## src/logic/aop_pkg.sv

```systemverilog
// aop_pkg: constants, field positions and types of the output port block.
// assumes a 250 MHz pclk; every time below is turned into cycles of that clock.
package aop_pkg;
    localparam int DATA_W     = 16;
    localparam int FIFO_DEPTH = 8;
    localparam int LVL_W      = 4;
    localparam int ADDR_W     = 8;
    localparam int CNT_W      = 16;
    localparam int BIT_W      = 5;

    // apb register byte addresses
    localparam logic [ADDR_W-1:0] ADDR_RESULT = 8'h00;
    localparam logic [ADDR_W-1:0] ADDR_STATUS = 8'h04;
    localparam logic [ADDR_W-1:0] ADDR_CTRL   = 8'h08;

    // control and status fields
    localparam int CTRL_CLR_RATE = 0;
    localparam int ST_MODE_LSB   = 0;
    localparam int ST_SERIAL     = 2;
    localparam int ST_EXTCLK     = 3;
    localparam int ST_RATE       = 4;
    localparam int ST_BUSY       = 5;
    localparam int ST_LEVEL_LSB  = 8;

    // positions inside the synchronised input vector
    localparam int SY_SWAP    = 0;
    localparam int SY_FMT     = 1;
    localparam int SY_FAST    = 2;
    localparam int SY_LOWP    = 3;
    localparam int SY_SER     = 4;
    localparam int SY_PIN_LSB = 5;
    localparam int SY_SCLK    = 21;
    localparam int SY_W       = 22;

    // data pins that take a serial-port role
    localparam int PIN_DIV_LSB = 2;
    localparam int PIN_CLKSRC  = 4;
    localparam int PIN_POL     = 5;
    localparam int PIN_RDC     = 7;

    // timing
    localparam int CLK_NS        = 4;
    localparam int SCLK_HALF_NS  = 20;
    localparam int SCLK_HALF_CYC = (SCLK_HALF_NS + CLK_NS - 1) / CLK_NS;
    localparam int CONV_NS       = 750;
    localparam int CONV_CYC      = (CONV_NS + CLK_NS - 1) / CLK_NS;

    typedef enum logic [1:0] {AOP_NORMAL, AOP_FAST, AOP_LOWPWR} aop_mode_t;
    typedef enum logic [1:0] {SER_IDLE, SER_WAIT, SER_SHIFT} aop_ser_t;

    // output coding: straight binary as stored, or msb inverted for two's complement
    function automatic logic [DATA_W-1:0] aop_fmt(input logic [DATA_W-1:0] w,
                                                  input logic straight);
        aop_fmt = straight ? w : {~w[DATA_W-1], w[DATA_W-2:0]};
    endfunction : aop_fmt
endpackage : aop_pkg

```

## src/logic/aop_stream_if.sv

```systemverilog
// aop_stream_if: valid/ready word stream between the block's own modules.
// assumes both ends run on the same clock.
`timescale 1ns/1ns
interface aop_stream_if #(parameter int W = 16);
    logic         valid;
    logic         ready;
    logic [W-1:0] data;
    modport src (output valid, output data, input ready);
    modport snk (input valid, input data, output ready);
endinterface : aop_stream_if
```

## src/logic/aop_fifo.sv

```systemverilog
// aop_fifo: result buffer between the register port and the output port.
// assumes DEPTH is a power of two; one clock, asynchronous active-low reset.
`timescale 1ns/1ns
module aop_fifo #(
    parameter int WIDTH = 16,
    parameter int DEPTH = 8
) (
    input  wire logic               clk,
    input  wire logic               rst_n,
    aop_stream_if.snk               in_s,
    aop_stream_if.src               out_s,
    output logic [$clog2(DEPTH):0]  level
);
    localparam int AW = $clog2(DEPTH);
    localparam logic [AW:0] FULL_CNT = (AW+1)'(DEPTH);

    logic [WIDTH-1:0] mem [DEPTH];
    logic [AW-1:0]    wptr_reg, wptr_next;
    logic [AW-1:0]    rptr_reg, rptr_next;
    logic [AW:0]      cnt_reg,  cnt_next;
    logic             push, pop;

    // honest flags: ready drops at full, which stalls the apb write
    assign in_s.ready  = (cnt_reg != FULL_CNT);
    assign out_s.valid = (cnt_reg != '0);
    assign out_s.data  = mem[rptr_reg];
    assign level       = cnt_reg;
    assign push        = in_s.valid && in_s.ready;
    assign pop         = out_s.valid && out_s.ready;

    // pointer and count update
    always_comb begin
        wptr_next = push ? wptr_reg + 1'b1 : wptr_reg;
        rptr_next = pop  ? rptr_reg + 1'b1 : rptr_reg;
        cnt_next  = cnt_reg;
        if (push && !pop) begin
            cnt_next = cnt_reg + 1'b1;
        end else if (pop && !push) begin
            cnt_next = cnt_reg - 1'b1;
        end
    end

    always_ff @(posedge clk or negedge rst_n) begin
        if (!rst_n) begin
            wptr_reg <= '0;
            rptr_reg <= '0;
            cnt_reg  <= '0;
        end else begin
            wptr_reg <= wptr_next;
            rptr_reg <= rptr_next;
            cnt_reg  <= cnt_next;
        end
    end

    // storage has no reset: contents are only read behind valid
    always_ff @(posedge clk) begin
        if (push) begin
            mem[wptr_reg] <= in_s.data;
        end
    end
endmodule : aop_fifo

```

## src/logic/aop_port.sv

```systemverilog
// aop_port: mode straps, pin sharing and result output of a 16-bit converter port.
// assumes results are written over apb, straps and pins are asynchronous to pclk.
//
// Summary of operation
// - With half swap low the low result byte drives data[7:0], high byte data[15:8]; else swapped.
// - Format select high gives straight binary, low inverts the msb for two's complement.
// - Fast select high with low power low runs the fastest mode; the host must keep a minimum rate.
// - With fast select low no minimum conversion rate applies and accuracy holds.
// - Low power high with fast low enters reduced power, activity following the sample rate.
// - Port type low uses the parallel port, high the serial port with shared pins reassigned.
// - Data pins 0 and 1 carry result bits in parallel mode and float in serial mode.
// - Pins 2 and 3 are outputs in parallel mode and clock-divider inputs in serial read-after-convert.
// - In every other serial mode pins 2 and 3 float.
// - Pin 4 is an output in parallel mode, the clock source select in serial; low drives sclk out.
// - Clock source high takes sclk from the host as an input and shifts on its edges.
// - In parallel mode pin 5 drives result bit 5.
// - In serial mode pin 5 sets the frame marker polarity: low active high, high active low.
// - With internal clock, read timing high shifts during conversion, low only after it.
//
// Decided for this implementation: the APB interface to the registers and the register addresses.
`timescale 1ns/1ns
module aop_port #(
    parameter int MAX_IDLE_NS = 1000000
) (
    input  wire logic                         pclk,
    input  wire logic                         presetn,
    input  wire logic                         psel,
    input  wire logic                         penable,
    input  wire logic                         pwrite,
    input  wire logic [aop_pkg::ADDR_W-1:0]   paddr,
    input  wire logic [31:0]                  pwdata,
    output logic      [31:0]                  prdata,
    output logic                              pready,
    output logic                              pslverr,
    input  wire logic                         half_swap_select,
    input  wire logic                         output_format_select,
    input  wire logic                         fast_rate_select,
    input  wire logic                         low_power_select,
    input  wire logic                         port_type_select,
    input  wire logic [aop_pkg::DATA_W-1:0]   data_i,
    output logic      [aop_pkg::DATA_W-1:0]   data_o,
    output logic      [aop_pkg::DATA_W-1:0]   data_oe_n,
    input  wire logic                         sclk_i,
    output logic                              sclk_o,
    output logic                              sclk_oe_n,
    output logic                              serial_result_out,
    output logic                              frame_marker,
    output aop_pkg::aop_mode_t                conv_mode,
    output logic                              core_active,
    output logic                              rate_alarm
);
    import aop_pkg::*;

    localparam int IDLE_CYC = MAX_IDLE_NS / CLK_NS;
    localparam int CONV_CHK = CONV_CYC;

    aop_stream_if #(.W(DATA_W)) in_if ();
    aop_stream_if #(.W(DATA_W)) out_if ();
    logic [LVL_W-1:0] level;

    aop_fifo #(.WIDTH(DATA_W), .DEPTH(FIFO_DEPTH)) u_fifo (
        .clk   (pclk),
        .rst_n (presetn),
        .in_s  (in_if),
        .out_s (out_if),
        .level (level)
    );

    // two-stage synchroniser for straps, shared pins and the host sclk
    logic [SY_W-1:0] sync1_reg, sync2_reg;
    always_ff @(posedge pclk or negedge presetn) begin
        if (!presetn) begin
            sync1_reg <= '0;
            sync2_reg <= '0;
        end else begin
            sync1_reg <= {sclk_i, data_i, port_type_select, low_power_select,
                          fast_rate_select, output_format_select, half_swap_select};
            sync2_reg <= sync1_reg;
        end
    end

    // decoded straps, all taken from the second stage
    logic                s_swap, s_fmt, s_fast, s_lowp, s_ser, s_sclk;
    logic [DATA_W-1:0]   pin;
    logic                clk_ext, pol, rdc, rd_after;
    logic [1:0]          div;
    assign s_swap   = sync2_reg[SY_SWAP];
    assign s_fmt    = sync2_reg[SY_FMT];
    assign s_fast   = sync2_reg[SY_FAST];
    assign s_lowp   = sync2_reg[SY_LOWP];
    assign s_ser    = sync2_reg[SY_SER];
    assign s_sclk   = sync2_reg[SY_SCLK];
    assign pin      = sync2_reg[SY_PIN_LSB +: DATA_W];
    assign clk_ext  = s_ser && pin[PIN_CLKSRC];
    // pin 5 is a data output in parallel mode, so only serial mode reads it as polarity
    assign pol      = s_ser && pin[PIN_POL];
    assign rdc      = pin[PIN_RDC];
    assign rd_after = s_ser && !clk_ext && !rdc;
    assign div      = rd_after ? pin[PIN_DIV_LSB +: 2] : 2'h0;

    // registered state
    aop_ser_t          ser_state_reg, ser_state_next;
    aop_mode_t         mode_reg, mode_next;
    logic [BIT_W-1:0]  bit_cnt_reg, bit_cnt_next;
    logic [DATA_W-1:0] shreg_reg, shreg_next;
    logic [CNT_W-1:0]  wait_cnt_reg, wait_cnt_next;
    logic [CNT_W-1:0]  half_cnt_reg, half_cnt_next;
    logic [31:0]       idle_cnt_reg, idle_cnt_next;
    logic [DATA_W-1:0] data_o_reg, data_o_next;
    logic [DATA_W-1:0] data_oe_n_reg, data_oe_n_next;
    logic              sclk_o_reg, sclk_o_next;
    logic              sclk_oe_n_reg, sclk_oe_n_next;
    logic              sdo_reg, sdo_next;
    logic              frame_reg, frame_next;
    logic              core_reg, core_next;
    logic              rate_reg, rate_next;
    logic              sclk_d_reg;
    logic              pready_reg, pready_next;
    logic              pslverr_reg, pslverr_next;
    logic [31:0]       prdata_reg, prdata_next;

    // apb decode and answer: pready rises one cycle into the access phase
    logic        acc, fin, is_res, is_st, is_ctl, hold, clr_rate;
    logic [31:0] status_w;
    always_comb begin
        acc    = psel && penable && !pready_reg;
        fin    = psel && penable && pready_reg;
        is_res = 1'b0;
        is_st  = 1'b0;
        is_ctl = 1'b0;
        if (paddr == ADDR_RESULT) begin
            is_res = 1'b1;
        end else if (paddr == ADDR_STATUS) begin
            is_st = 1'b1;
        end else if (paddr == ADDR_CTRL) begin
            is_ctl = 1'b1;
        end
        // a result write waits while the buffer is full
        hold         = acc && is_res && pwrite && !in_if.ready;
        pready_next  = acc && !hold;
        pslverr_next = acc && !hold && !(is_res || is_st || is_ctl);
        status_w                           = '0;
        status_w[ST_MODE_LSB +: 2]         = mode_reg;
        status_w[ST_SERIAL]                = s_ser;
        status_w[ST_EXTCLK]                = clk_ext;
        status_w[ST_RATE]                  = rate_reg;
        status_w[ST_BUSY]                  = (ser_state_reg != SER_IDLE);
        status_w[ST_LEVEL_LSB +: LVL_W]    = level;
        prdata_next = prdata_reg;
        if (acc && !hold && !pwrite) begin
            prdata_next = is_st ? status_w : 32'h0000_0000;
        end
        clr_rate = fin && pwrite && is_ctl && pwdata[CTRL_CLR_RATE];
    end

    // a result enters the buffer at the edge that completes its write
    assign in_if.valid = fin && pwrite && is_res;
    assign in_if.data  = pwdata[DATA_W-1:0];

    // output port: parallel word, serial shifter, pin directions, modes
    logic              fall_ext, pop_par, pop_ser;
    logic [DATA_W-1:0] fw;
    logic [CNT_W-1:0]  half_lim;
    always_comb begin
        fw             = aop_fmt(out_if.data, s_fmt);
        fall_ext       = sclk_d_reg && !s_sclk;
        half_lim       = CNT_W'(SCLK_HALF_CYC) << div;
        pop_par        = !s_ser && out_if.valid;
        pop_ser        = s_ser && out_if.valid && (ser_state_reg == SER_IDLE);
        out_if.ready   = pop_par || pop_ser;
        ser_state_next = ser_state_reg;
        bit_cnt_next   = bit_cnt_reg;
        shreg_next     = shreg_reg;
        wait_cnt_next  = wait_cnt_reg;
        half_cnt_next  = half_cnt_reg;
        sclk_o_next    = sclk_o_reg;
        data_o_next    = data_o_reg;
        if (pop_par) begin
            data_o_next = s_swap ? {fw[7:0], fw[15:8]} : fw;
        end
        case (ser_state_reg)
            SER_IDLE: begin
                if (pop_ser) begin
                    shreg_next    = fw;
                    bit_cnt_next  = '0;
                    half_cnt_next = '0;
                    wait_cnt_next = CNT_W'(CONV_CYC - 1);
                    // read after convert holds off until the conversion ends
                    ser_state_next = rd_after ? SER_WAIT : SER_SHIFT;
                end
            end
            SER_WAIT: begin
                if (wait_cnt_reg == '0) begin
                    ser_state_next = SER_SHIFT;
                end else begin
                    wait_cnt_next = wait_cnt_reg - 1'b1;
                end
            end
            SER_SHIFT: begin
                if (clk_ext) begin
                    // host clock: next bit after each falling edge
                    if (fall_ext) begin
                        if (bit_cnt_reg == BIT_W'(DATA_W - 1)) begin
                            ser_state_next = SER_IDLE;
                        end else begin
                            bit_cnt_next = bit_cnt_reg + 1'b1;
                            shreg_next   = shreg_reg << 1;
                        end
                    end
                end else if (half_cnt_reg == half_lim - 1'b1) begin
                    half_cnt_next = '0;
                    sclk_o_next   = !sclk_o_reg;
                    if (sclk_o_reg) begin
                        if (bit_cnt_reg == BIT_W'(DATA_W - 1)) begin
                            ser_state_next = SER_IDLE;
                        end else begin
                            bit_cnt_next = bit_cnt_reg + 1'b1;
                            shreg_next   = shreg_reg << 1;
                        end
                    end
                end else begin
                    half_cnt_next = half_cnt_reg + 1'b1;
                end
            end
            default: begin
                ser_state_next = SER_IDLE;
            end
        endcase
        // leaving serial mode abandons a frame in progress
        if (!s_ser) begin
            ser_state_next = SER_IDLE;
        end
        if (ser_state_next != SER_SHIFT) begin
            sclk_o_next = 1'b0;
        end
        sdo_next       = shreg_next[DATA_W-1];
        frame_next     = (ser_state_next == SER_SHIFT) ^ pol;
        // serial mode floats every data pin; the shared ones are read as inputs
        data_oe_n_next = s_ser ? '1 : '0;
        sclk_oe_n_next = !(s_ser && !clk_ext);
        // fast needs low power off; both high falls back to normal
        if (s_fast && !s_lowp) begin
            mode_next = AOP_FAST;
        end else if (s_lowp && !s_fast) begin
            mode_next = AOP_LOWPWR;
        end else begin
            mode_next = AOP_NORMAL;
        end
        // reduced power: the core is only woken while a result is handled;
        // a word still waiting behind a frame counts as handled
        core_next = (mode_next != AOP_LOWPWR) || out_if.valid
                    || (ser_state_next != SER_IDLE);
        // minimum rate watch, only meaningful in the fastest mode
        idle_cnt_next = idle_cnt_reg;
        if (in_if.valid || mode_reg != AOP_FAST) begin
            idle_cnt_next = '0;
        end else if (idle_cnt_reg != 32'(IDLE_CYC)) begin
            idle_cnt_next = idle_cnt_reg + 1'b1;
        end
        rate_next = rate_reg;
        if (clr_rate) begin
            rate_next = 1'b0;
        end
        // set wins over a clear in the same cycle
        if (mode_reg == AOP_FAST && idle_cnt_reg == 32'(IDLE_CYC)) begin
            rate_next = 1'b1;
        end
    end

    always_ff @(posedge pclk or negedge presetn) begin
        if (!presetn) begin
            ser_state_reg <= SER_IDLE;
            mode_reg      <= AOP_NORMAL;
            bit_cnt_reg   <= '0;
            shreg_reg     <= '0;
            wait_cnt_reg  <= '0;
            half_cnt_reg  <= '0;
            idle_cnt_reg  <= '0;
            data_o_reg    <= '0;
            data_oe_n_reg <= '1;
            sclk_o_reg    <= 1'b0;
            sclk_oe_n_reg <= 1'b1;
            sdo_reg       <= 1'b0;
            frame_reg     <= 1'b0;
            core_reg      <= 1'b0;
            rate_reg      <= 1'b0;
            sclk_d_reg    <= 1'b0;
            pready_reg    <= 1'b0;
            pslverr_reg   <= 1'b0;
            prdata_reg    <= '0;
        end else begin
            ser_state_reg <= ser_state_next;
            mode_reg      <= mode_next;
            bit_cnt_reg   <= bit_cnt_next;
            shreg_reg     <= shreg_next;
            wait_cnt_reg  <= wait_cnt_next;
            half_cnt_reg  <= half_cnt_next;
            idle_cnt_reg  <= idle_cnt_next;
            data_o_reg    <= data_o_next;
            data_oe_n_reg <= data_oe_n_next;
            sclk_o_reg    <= sclk_o_next;
            sclk_oe_n_reg <= sclk_oe_n_next;
            sdo_reg       <= sdo_next;
            frame_reg     <= frame_next;
            core_reg      <= core_next;
            rate_reg      <= rate_next;
            sclk_d_reg    <= s_sclk;
            pready_reg    <= pready_next;
            pslverr_reg   <= pslverr_next;
            prdata_reg    <= prdata_next;
        end
    end

    // every output straight from its flip-flop
    assign prdata            = prdata_reg;
    assign pready            = pready_reg;
    assign pslverr           = pslverr_reg;
    assign data_o            = data_o_reg;
    assign data_oe_n         = data_oe_n_reg;
    assign sclk_o            = sclk_o_reg;
    assign sclk_oe_n         = sclk_oe_n_reg;
    assign serial_result_out = sdo_reg;
    assign frame_marker      = frame_reg;
    assign conv_mode         = mode_reg;
    assign core_active       = core_reg;
    assign rate_alarm        = rate_reg;
endmodule : aop_port

```

## config.mk

```make
export PLATFORM = sky130hd
export DESIGN_NAME = aop_port
export DESIGN_NICKNAME = d
export VERILOG_FILES = /design/src/logic/aop_pkg.sv /design/src/logic/aop_stream_if.sv /design/src/logic/aop_fifo.sv /design/src/logic/aop_port.sv
export SDC_FILE = /design/constraint.sdc
export NUM_CORES = 1
export LEC_CHECK = 0
export BUFFER_PORTS_ARGS = -buffer_cell sky130_fd_sc_hd__buf_4
export CAP_MARGIN = 20
export CORE_MARGIN = 8
export CORE_UTILIZATION = 45
export DETAILED_ROUTE_END_ITERATION = 12
export GPL_ROUTABILITY_DRIVEN = 0
export PLACE_DENSITY = 0.62
export REMOVE_ABC_BUFFERS = 1
export SYNTH_ARGS = -nofsm -noshare
export SYNTH_HDL_FRONTEND = slang
export SYNTH_SLANG_ARGS = --single-unit
```

## constraint.sdc

```tcl
create_clock -name pclk -period 5.9 [get_ports pclk]
set_clock_uncertainty 0.15 [all_clocks]
set_input_delay 0 -clock pclk [delete_from_list [all_inputs] [get_ports pclk]]
set_output_delay 0 -clock pclk [all_outputs]
set_load 0.01 [all_outputs]
```

== Word level (Yosys, flattened, before mapping) ==
Memories as Yosys holds them, arrays and structs flattened.
Cells that the tools add are included.
Storage, ports and cells
  register bits after elaboration: 215
  memory bits (writable): 128
  input bits: 67
  logic and storage cells: 180
  memories: 1
Memory list
  u_fifo.mem: depth 8, width 16, read ports 1, clocked after memory_dff 0, write ports 1, RTL line aop_fifo.sv:17  | logic [WIDTH-1:0] mem [DEPTH];
Operators by class
  add/subtract/negate cells: 9
  eq/ne operators: 21
  shift operators: 1
  muxes and demuxes: 56
  bitwise gates (word level): 2
  reductions and logical operators: 66
Operators with widths (number)
  16-bit 2-to-1 mux: 14
  16-bit one-hot mux with 2 select lines: 3
  32-bit 2-to-1 mux: 2
  32-bit by 1-bit adder with 32-bit output, second input constant: 1
  32-bit by 18-bit equality test with 1-bit output, second input constant: 1
  32-bit by 18-bit != test with 1-bit output, second input constant: 1
  16-bit by 1-bit subtractor with 16-bit output, second input constant: 2
  5-bit 2-to-1 mux: 6
  1-bit logical AND: 28
  2-bit 2-to-1 mux: 12
  2-bit nonzero test: 9
  16-bit by 1-bit adder with 16-bit output, second input constant: 1
  16-bit equality test: 1
  16-bit zero test: 1
  3-bit by 2-bit left shift with 16-bit output, first input constant: 1
  1-bit zero test: 15
  1-bit 2-to-1 mux: 14
  12-bit 2-to-1 mux: 1
  2-bit != test, second input constant: 5
  5-bit one-hot mux with 2 select lines: 1
  3-bit != test, second input constant: 3
  3-bit AND reduction: 3
  8-bit by 3-bit equality test with 1-bit output, second input constant: 1
  8-bit by 4-bit equality test with 1-bit output, second input constant: 1
  other kinds (18): 28

== Depth between registers and ports, before layout ==
Gate-level depths: netlist of run 1.
  word-level depth: 15
  gate-level depth with buffers: 12
  depth with buffers taken out: 12

== By module ==
From an unflattened synthesis of run 1, not the netlist that was laid out.
Unflattened totals
  cell total of the unflattened synthesis: 973
  area total of the unflattened synthesis: 12650.9 um^2
By module, submodules not included
  aop_port: times used 1, cells each 725, area each 7109.3 um^2, sequential area each 3656.0 um^2
  aop_fifo: times used 1, cells each 248, area each 5541.6 um^2, sequential area each 4093.9 um^2

== Worst setup path before layout of run 1 ==
No wires, ideal clock.
  kind: reg-to-reg
  from: reg pready_reg (netlist: pready)
  to: mem u_fifo.mem[0][0] (enable)
  setup time: 409 ps
  arrival time: 2560 ps
  setup slack: 2781 ps
  cell stages (with the launch flop): 6
  path buffers: 0
  clock period less this slack: 3119 ps
  cell sequence: dfrtp_1 -> nand4_1 -> or3_1 -> a21oi_1 -> nand2b_1 -> nor3_1
On the way
  longest elaborated chain between the ends: 6
Ends and longest elaborated chain
  start: declaration: RTL line aop_port.sv:118  | logic pready_reg, pready_next;
  start signal: assignment: RTL line aop_port.sv:308  | pready_reg <= pready_next;
  1-bit logical AND: RTL line aop_port.sv:127  | fin = psel && penable && pready_reg;
  1-bit logical AND (2 in a row): RTL line aop_port.sv:157  | assign in_if.valid = fin && pwrite && is_res;
  1-bit logical AND: RTL line aop_fifo.sv:28  | assign push = in_s.valid && in_s.ready;
  named net u_fifo.push: RTL line aop_fifo.sv:21  | logic push, pop;
  1-bit 2-to-1 mux: RTL line aop_fifo.sv:57  | if (push) begin
  1-bit 2-to-1 mux (not written as such): RTL line aop_fifo.sv:58  | mem[wptr_reg] <= in_s.data;
  end: declaration: RTL line aop_fifo.sv:17
The timed path passes the listed nets, and every way through them passes these cells.

== Worst setup path in the final report of run 1 ==
  from: reg pready_reg (netlist: pready)
  to: reg u_fifo.cnt_reg[3] (netlist: u_fifo.level[3])
On the way
  longest elaborated chain between the ends: 7
  elaborated cells on any way between the ends: 9
  classes of those cells: mux: 1; reduce/logical: 8
Ends and longest elaborated chain
  1-bit logical AND (*): RTL line aop_port.sv:127
  1-bit logical AND (*) (2 in a row): RTL line aop_port.sv:157
  1-bit logical AND (*): RTL line aop_fifo.sv:28
  named net u_fifo.push: RTL line aop_fifo.sv:21
  1-bit zero test: RTL line aop_fifo.sv:38  | end else if (pop && !push) begin
  1-bit logical AND: RTL line aop_fifo.sv:38
  2-bit nonzero test (no source line)
  end signal: assignment: RTL line aop_fifo.sv:51  | cnt_reg <= cnt_next;
  end: declaration: RTL line aop_fifo.sv:20  | logic [AW:0] cnt_reg, cnt_next;
The timed path passes the listed nets; every way through them passes the cells marked *.
A chain may end at the register's enable or synchronous reset.

==> impl_metrics.ini, run 1 <==
[die]
dieWidth_um = 181.4
core_sq_mm = 0.02688
rows = 60
initial_utilization = 0.4581
die-area_sq_mm = 0.03291
io_pins = 141
die_h_um = 181.4

[power_and_ir_drop]
power.switching_w = 0.001652
p_comb_frac = 0.241
ir_drop_uv = 255.5
leakagePower_nw = 5.908
p_sw_frac = 0.2876
power.total_w = 0.005746
power.density_mw_per_mm2 = 385.4
power.internal_w = 0.004093
power.share.sequential = 0.422
clock_power_share = 0.337

[critical_path]
crit_fanout = 6
startpoint_type = flop
required_ns = 6.19
worstSetupPathType = reg2reg
end_kind = flop
critPathArrivalTime_ns = 3.78

[global_routing]
grt_max_degree = 82
antenna_found_initial = 1
grtUsageTotal = 0.1577
grt_pass1_wl_mm = 42.45
overflow = 0
grt_pass1_vias = 7913

[sta]
worst_slack_ns = 2.416
final_max_slew_viol_count = 0
fmax_mhz = 287.0
hold_violations = 0
rsz0062_at_grt = false
setup_viol = 0
min_period_ns = 3.484
period_share = 0.5905
hold_slack_ns = 0.01642
slew_headroom = 0.2079
fin_setup_tns_ns = 0
tightestPinTransition_ns = 1.188

[detailed_routing]
vias = 7624
vias_per_cell = 5.204
ant_nets = 0
route.detailed.drc = 0
drtIter0Drc = 502
dr.pass1.iters = 4
wl_mm = 25.53
wl_per_cell_um = 17.43

[final_layout]
instances_no_fill = 1465
synthToLayoutAreaGrowth_pct = 21.07
largest_reg_flops = 128
drive_gt1_frac = 0.2039
regArea_sq_mm = 0.007751
nFillCells = 2248
multiInputGateArea_sq_mm = 0.004190
final_nets = 1177

[yosys]
yosys_warnings = 0
syn-cell-area_sq_mm = 0.01231
ys_async_sr_fraction = 0.5493
synthCells = 944
synthTopCellsByCount = 154 x dfrtp_1, 128 x edfxtp_1, 101 x nor2_1, 58 x nand2_1, 38 x o21ai_0
synthTopCellsByArea = dfrtp_1 31%, edfxtp_1 31%, mux4_2 3.3%, nor2_1 3.1%, xnor2_1 2.6%
ys_types = 63
syn_area_per_cell_sq_um = 13.04
yosysTopAreaCell = dfrtp_1
synth_edf_count = 128
synth_top_area_frac = 0.3130
synth_seq_cells = 284
synth_flop_cell = dfrtp_1
yosys.cell_count.top_type = dfrtp_1
ys_seq_area_frac = 0.6294

[placement]
dp_cells = 1349
io_buffers = 91
hpwl_mm = 15.89
place_ws_ns = 2.470

[cts]
clk_latency_ns = 0.56
cts_tree = built
cts.sinks = 284
clk_path_buf_depth = 3
cts_buffers = 31
clkSlewWorstSetupHoldPaths_ns = 0.06
ctsRootBufferMaster = clkbuf_16
cts_max_level = 1

[run]
drv_cap = 0

[worst_hold_path]
hold_path.class = in2reg

[outcome]
outcome = finished clean
[power groups by stage]
stage	sequential, W	clock (W)	combinational, W
after CTS	0.00243	0.00198	0.00140
after global placement	0.00246	0	0.00134
final	0.00242	0.00194	0.00138
after floorplan	0.00249	0	0.000827
after global routing	0.00245	0.00207	0.00152
after detailed placement	0.00246	0	0.00137
[critical path, stage by stage, from the launching register on]
cell and delay (ns):
dfrtp_1 0.41, nand4_1 0.11, dlygate4sd3_1 0.58, or3_1 0.38, a21oi_1 0.42, ha_1 0.28
inv_1 0.09, ha_1 0.27, a21o_1 0.15, a21oi_1 0.17, xnor2_1 0.14, nor2_1 0.07
xor2_1 0.14
[kinds of logic after synthesis]
logic type               Yosys count  share of synthesized area
buffers and inverters             84                    0.03790
flip-flops                       284                     0.6294
AO/OA/AOI/OAI                    120                    0.06371
multiplexers                      83                    0.09196
adder cells (fa/ha/maj)           12                    0.01280
AND/OR/NAND/NOR                  296                     0.1184
other                              1                  0.0003046
XOR/XNOR                          64                    0.04552
[through the flow]
step	util	area, sq um
after floorplan	-	12000
after global placement	0.4932	13250
after detailed placement	0.4932	13250
after CTS	0.5527	14860
after global routing	0.5547	14910
final	0.5547	14910
[placed cells by master (no fill, tap or decap), drive strengths merged, types with 20 or more instances in the layout]
cell type,netlist,final
a21oi,30,30
inv,19,20
nor2,101,101
conb,1,22
dfrtp,154,154
edfxtp,128,128
nand2,58,58
nor3,21,21
xnor2,37,37
o21ai,38,38
dlygate4sd3,0,53
mux2i,31,31
buf,45,112
clkbuf,20,46
mux2,34,34
nand3,28,28
xor2,27,27
[final timing paths]
kind / to / start / slack [ns] / cells after the start
max in group asynchronous: data_oe_n[14] / presetn / 4.61 / 5
min in group asynchronous: u_fifo.level[1] / presetn / 0.39 / 4
worst max-delay path: u_fifo.level[3] / pready / 2.42 / 12
worst min-delay path: u_fifo.wptr_reg[0] / paddr[1] / 0.02 / 6
worst min register to register: sync2_reg[3] / sync1_reg[3] / 0.20 / 0
worst max register to register: u_fifo.level[3] / pready / 2.42 / 12
[metal layers]
layer	routed length, um	track usage
met1	11460	0.2092
met2	12690	0.2671
met3	940	0.02834
met4	438	0.03509
met5	0	0
[what timing repair did]
item                                   in CTS  in global routing
endpoints found under the hold margin     244                  0
hold buffers                               54                  0
resized for setup                           0                  0
buffers inserted                            0                  0
[cell type report]
cell class / count / share of cell area
Timing Repair Buffer: 165 / 0.09543
Antenna cell: 1 / 0.0001679
Multi-Input combinational cell: 597 / 0.2811
Sequential cell: 284 / 0.5199
Inverter: 19 / 0.004784
Clock inverter: 12 / 0.01016
Clock buffer: 46 / 0.05984
Tap cell: 341 / 0.02862
Note: power is estimated with default switching activity, not from simulation.
==> run 2: changes to the inputs <==
==> constraint.sdc (replaced) <==
create_clock -name pclk -period 3.5 [get_ports pclk]
set_clock_uncertainty 0.15 [all_clocks]
set_input_delay 0 -clock pclk [delete_from_list [all_inputs] [get_ports pclk]]
set_output_delay 0 -clock pclk [all_outputs]
set_load 0.01 [all_outputs]
==> impl_metrics.ini, run 2 (same netlist as run 1, synthesis figures left out) <==
[sta]
fmax_mhz = 335.0
hold_violations = 0
worst_slack_ns = 0.5152
rsz0062_at_grt = false
slew_headroom = 0.4316
fin_setup_tns_ns = 0
tightestPinTransition_ns = 0.8437
hold_slack_ns = 0.05415
min_period_ns = 2.985
period_share = 0.8528
setup_viol = 0
final_max_slew_viol_count = 0

[die]
die-area_sq_mm = 0.03291
dieWidth_um = 181.4
rows = 60
die_h_um = 181.4
io_pins = 141
initial_utilization = 0.4581
core_sq_mm = 0.02688

[power_and_ir_drop]
power.total_w = 0.009830
leakagePower_nw = 5.959
ir_drop_uv = 513.6
power.density_mw_per_mm2 = 656.6

[detailed_routing]
route.detailed.drc = 0
wl_per_cell_um = 18.05
vias_per_cell = 5.215
drtIter0Drc = 466
vias = 7682
ant_nets = 0
wl_mm = 26.59
dr.pass1.iters = 4

[final_layout]
multiInputGateArea_sq_mm = 0.004190
largest_reg_flops = 128
regArea_sq_mm = 0.007751
synthToLayoutAreaGrowth_pct = 21.57
fin_area_sq_mm = 0.01497
nFillCells = 2247
layout_commonest_cell = dfrtp_1
num_antenna_cells = 0
mostFrequentLayoutCells = 153 x dfrtp_1, 128 x edfxtp_1, 120 x buf_4, 100 x nor2_1, 58 x nand2_1
drive_gt1_frac = 0.2173
final_nets = 1186

[cts]
post_cts_resized = 0
cts_buffers = 31
cts_max_level = 1
clkSlewWorstSetupHoldPaths_ns = 0.06
clk_latency_ns = 0.57
cts.hold.buffers_added = 53
cts_tree = built
post-cts-setup-buffers = 0
clk_path_buf_depth = 3
ctsRootBufferMaster = clkbuf_16
cts.sinks = 284

[global_routing]
overflow = 0
antenna_found_initial = 1
grt_pass1_wl_mm = 43.70
grt_max_degree = 50
grtUsageTotal = 0.1628
grt_pass1_vias = 8132

[critical_path]
crit_fanout = 11
r2r-end = prdata[5]
cp-endpoint = prdata[5]
worstSetupPathType = reg2reg
critPathArrivalTime_ns = 3.33
required_ns = 3.85
rr_worst_depth = 6
startpoint_type = flop
r2r-start = pready
r2r_slack_ns = 0.52
critPathLaunch = pready
end_kind = flop

[placement]
place_ws_ns = 0.6563
hpwl_mm = 16.30
placed_cell_area_sq_mm = 0.01335
io_buffers = 91

[worst_hold_path]
hold_path.class = in2reg

[run]
drv_cap = 0

[outcome]
outcome = finished clean
==> run 2: worst min path at each step <==
stage	depth (start not counted)	to	startpoint	slack, ns
5_1_grt	2	u_fifo.mem[6][3]	pwdata[3]	0.05
3_5_place_dp	1	sync1_reg[7]	data_i[2]	-0.04
6_report	2	u_fifo.mem[2][3]	pwdata[3]	0.05
4_1_cts	2	u_fifo.mem[4][3]	pwdata[3]	0.03
2_1_floorplan	0	bit_cnt_reg[0]	presetn	-0.45
3_3_place_gp	1	sync1_reg[12]	data_i[7]	-0.04
==> run 2: stage by stage <==
stage               instances  utilization
floorplan                 900            -
global placement         1362       0.4968
detailed placement       1362       0.4968
CTS                      1473       0.5570
global route             1473       0.5570
finish                   1473       0.5570
==> run 2: cell type report <==
class / instances / share of cell area
inverters: 19 / 0.004764
flip-flops and latches: 284 / 0.5178
repair buffers: 174 / 0.09754
clock buffers: 34 / 0.05257
well taps: 341 / 0.02850
multi-input cells: 597 / 0.2799
clock inverters: 24 / 0.01889
==> run 2: critical path, stage by stage, from the launching register on <==
cell and delay (ns):
dfrtp_1 0.41, or3_1 0.55, nor4_2 0.20, dlygate4sd3_1 0.83, o21ai_0 0.15, nand2_1 0.08, dlygate4sd3_1 0.54
==> run 2: report_power, final <==
part           total [W]  internal (W)  switching, W
Clock            0.00337       0.00201       0.00136
Combinational    0.00239       0.00116       0.00122
Sequential       0.00407       0.00377      0.000297
==> run 2: routing by layer <==
metal / part of all wire / GRT usage / wire length [um]
met5: 0.00049 / 0 / 13
met4: 0.021 / 0.03936 / 554
met3: 0.048 / 0.02814 / 1277
met2: 0.49 / 0.2761 / 13070
met1: 0.44 / 0.2152 / 11670
==> run 3: changes to the inputs <==
--- a/config.mk
+++ b/config.mk
@@ -7,6 +7,7 @@
 export LEC_CHECK = 0
 export BUFFER_PORTS_ARGS = -buffer_cell sky130_fd_sc_hd__buf_4
 export CAP_MARGIN = 20
+export CORE_ASPECT_RATIO = 2
 export CORE_MARGIN = 8
 export CORE_UTILIZATION = 45
 export DETAILED_ROUTE_END_ITERATION = 12
==> impl_metrics.ini, run 3 (same netlist as run 1, synthesis figures left out) <==
[outcome]
outcome = finished clean

[worst_hold_path]
hold_start = paddr[0]
hold_path.class = in2reg
hold_path_end = u_fifo.wptr_reg[0]
worstHoldPathCells = 7

[global_routing]
grt_max_degree = 81
grt_pass1_vias = 8069
grtUsageTotal = 0.1599
overflow = 0
grt_pass1_wl_mm = 42.71
antenna_found_initial = 0

[critical_path]
required_ns = 3.77
slowest_stage = or3b_2
path_buf_inv = 2
crit_cells = 11
crit_family = compound AO/OA/AOI/OAI gates
r2r-end = u_fifo.level[3]
r2r-start = ser_state_reg[1]
cpPeakStageDelay_ns = 0.54
path_cells = or3b_2 -> a21oi_1 -> inv_1 -> ha_1 -> inv_1 -> ha_1 -> a21o_1 -> a21oi_1 -> xnor2_1 -> nor2_1 -> xor2_1
end_kind = flop
rr_worst_depth = 11
critPathArrivalTime_ns = 3.23
worstSetupPathType = reg2reg
r2r_slack_ns = 0.55
startpoint_type = flop
crit_fanout = 10

[cts]
post-cts-setup-buffers = 0
cts_max_level = 1
cts.sinks = 284
clk_latency_ns = 0.54
post_cts_resized = 0
cts_buffers = 25
cts_tree = built
clk_path_buf_depth = 3
ctsRootBufferMaster = clkbuf_16
clkSlewWorstSetupHoldPaths_ns = 0.07

[final_layout]
num_antenna_cells = 0
drive_gt1_frac = 0.2036
instances_no_fill = 1463
final_nets = 1177
mostFrequentLayoutCells = 153 x dfrtp_1, 128 x edfxtp_1, 115 x buf_4, 100 x nor2_1, 58 x nand2_1
layout_commonest_cell = dfrtp_1
synthToLayoutAreaGrowth_pct = 19.58
fin_area_sq_mm = 0.01472
largest_reg_flops = 128

[run]
drv_cap = 0

[sta]
setup_viol = 0
tightestPinTransition_ns = 0.7840
fin_setup_tns_ns = 0
hold_slack_ns = 0.07359
period_share = 0.8438
slew_headroom = 0.4725
rsz0062_at_grt = false
final_max_slew_viol_count = 0
min_period_ns = 2.953
hold_violations = 0
fmax_mhz = 338.6

[detailed_routing]
route.detailed.drc = 0
vias = 7689
drtIter0Drc = 403
vias_per_cell = 5.256
dr.pass1.iters = 4
wl_mm = 26.66
ant_nets = 0
wl_per_cell_um = 18.22

[power_and_ir_drop]
leakagePower_nw = 5.832
power.density_mw_per_mm2 = 625.0
ir_drop_uv = 428.8

[die]
io_pins = 141
dieWidth_um = 133.0
rows = 85
initial_utilization = 0.4576
die_h_um = 249.9
core_sq_mm = 0.02691
die-area_sq_mm = 0.03323

[placement]
placed_cell_area_sq_mm = 0.01336
io_buffers = 91
hpwl_mm = 17.45
dp_cells = 1366
-- run 3: changes by cell type in the layout (fill, tap and decap cells not counted), sizes merged --
cell,delta
bufinv,-2
clkinvlp,-3
clkbuf,-4
inv,-1
buf,-3
clkinv,-4
-- run 3: tightest hold or removal path: stages --
cell     delay (ns)
buf_4          0.08
nor2_1         0.03
nand2_1        0.14
or3_1          0.16
a21oi_1        0.05
buf_4          0.15
xor2_1         0.12
-- run 3: stage by stage --
step | util | worst slack [ns] | total power, W
2_1_floorplan | - | 0.3810 | 0.005591
3_3_place_gp | 0.4966 | 0.5536 | 0.006426
3_5_place_dp | 0.4966 | 0.5528 | 0.006483
4_1_cts | 0.5472 | 0.5164 | 0.009336
5_1_grt | 0.5472 | 0.2889 | 0.009673
6_report | 0.5472 | 0.5467 | 0.009202
-- run 3: worst max-delay path by stage --
| stage | startpoint | endpoint | slack (ns) |
|---|---|---|---|
| after detailed placement | ser_state_reg[1] | u_fifo.level[3] | 0.55 |
| after floorplan | pready | u_fifo.mem[0][0] | 0.38 |
| after CTS | ser_state_reg[1] | u_fifo.level[3] | 0.52 |
| final | ser_state_reg[1] | u_fifo.level[3] | 0.55 |
| after global routing | ser_state_reg[1] | u_fifo.level[3] | 0.29 |
| after global placement | ser_state_reg[1] | u_fifo.level[3] | 0.55 |
-- run 3: cell type report --
cell class                 instances  area [sq um]
timing repair buffer             171          1463
multi-input combinational        597          4190
fill                            2282         12180
clock inverter                    14         168.9
clock buffer                      30         644.4
inverter                          19         71.32
tap                              348         435.4
sequential                       284          7751
-- run 3: repair_timing --
item                                    CTS  global route
endpoints found under the setup margin    0             0
hold buffers                             53             0
endpoints found under the hold margin   311             0
-- run 3: routing by layer --
| metal | wire length [um] | GRT usage | up-vias |
|---|---|---|---|
| li1 | - | - | 3673 |
| met1 | 9901 | 0.1745 | 3854 |
| met2 | 15180 | 0.3062 | 119 |
| met3 | 980 | 0.02274 | 43 |
| met4 | 595 | 0.05026 | 0 |
| met5 | 0 | 0 | - |
-- run 3: power by group --
part / internal [W] / total [W] / leakage (nW) / switching (W)
clock network: 0.00155 / 0.00279 / 0.397 / 0.00124
logic: 0.00116 / 0.00236 / 2.32 / 0.00120
registers: 0.00377 / 0.00405 / 3.12 / 0.000279
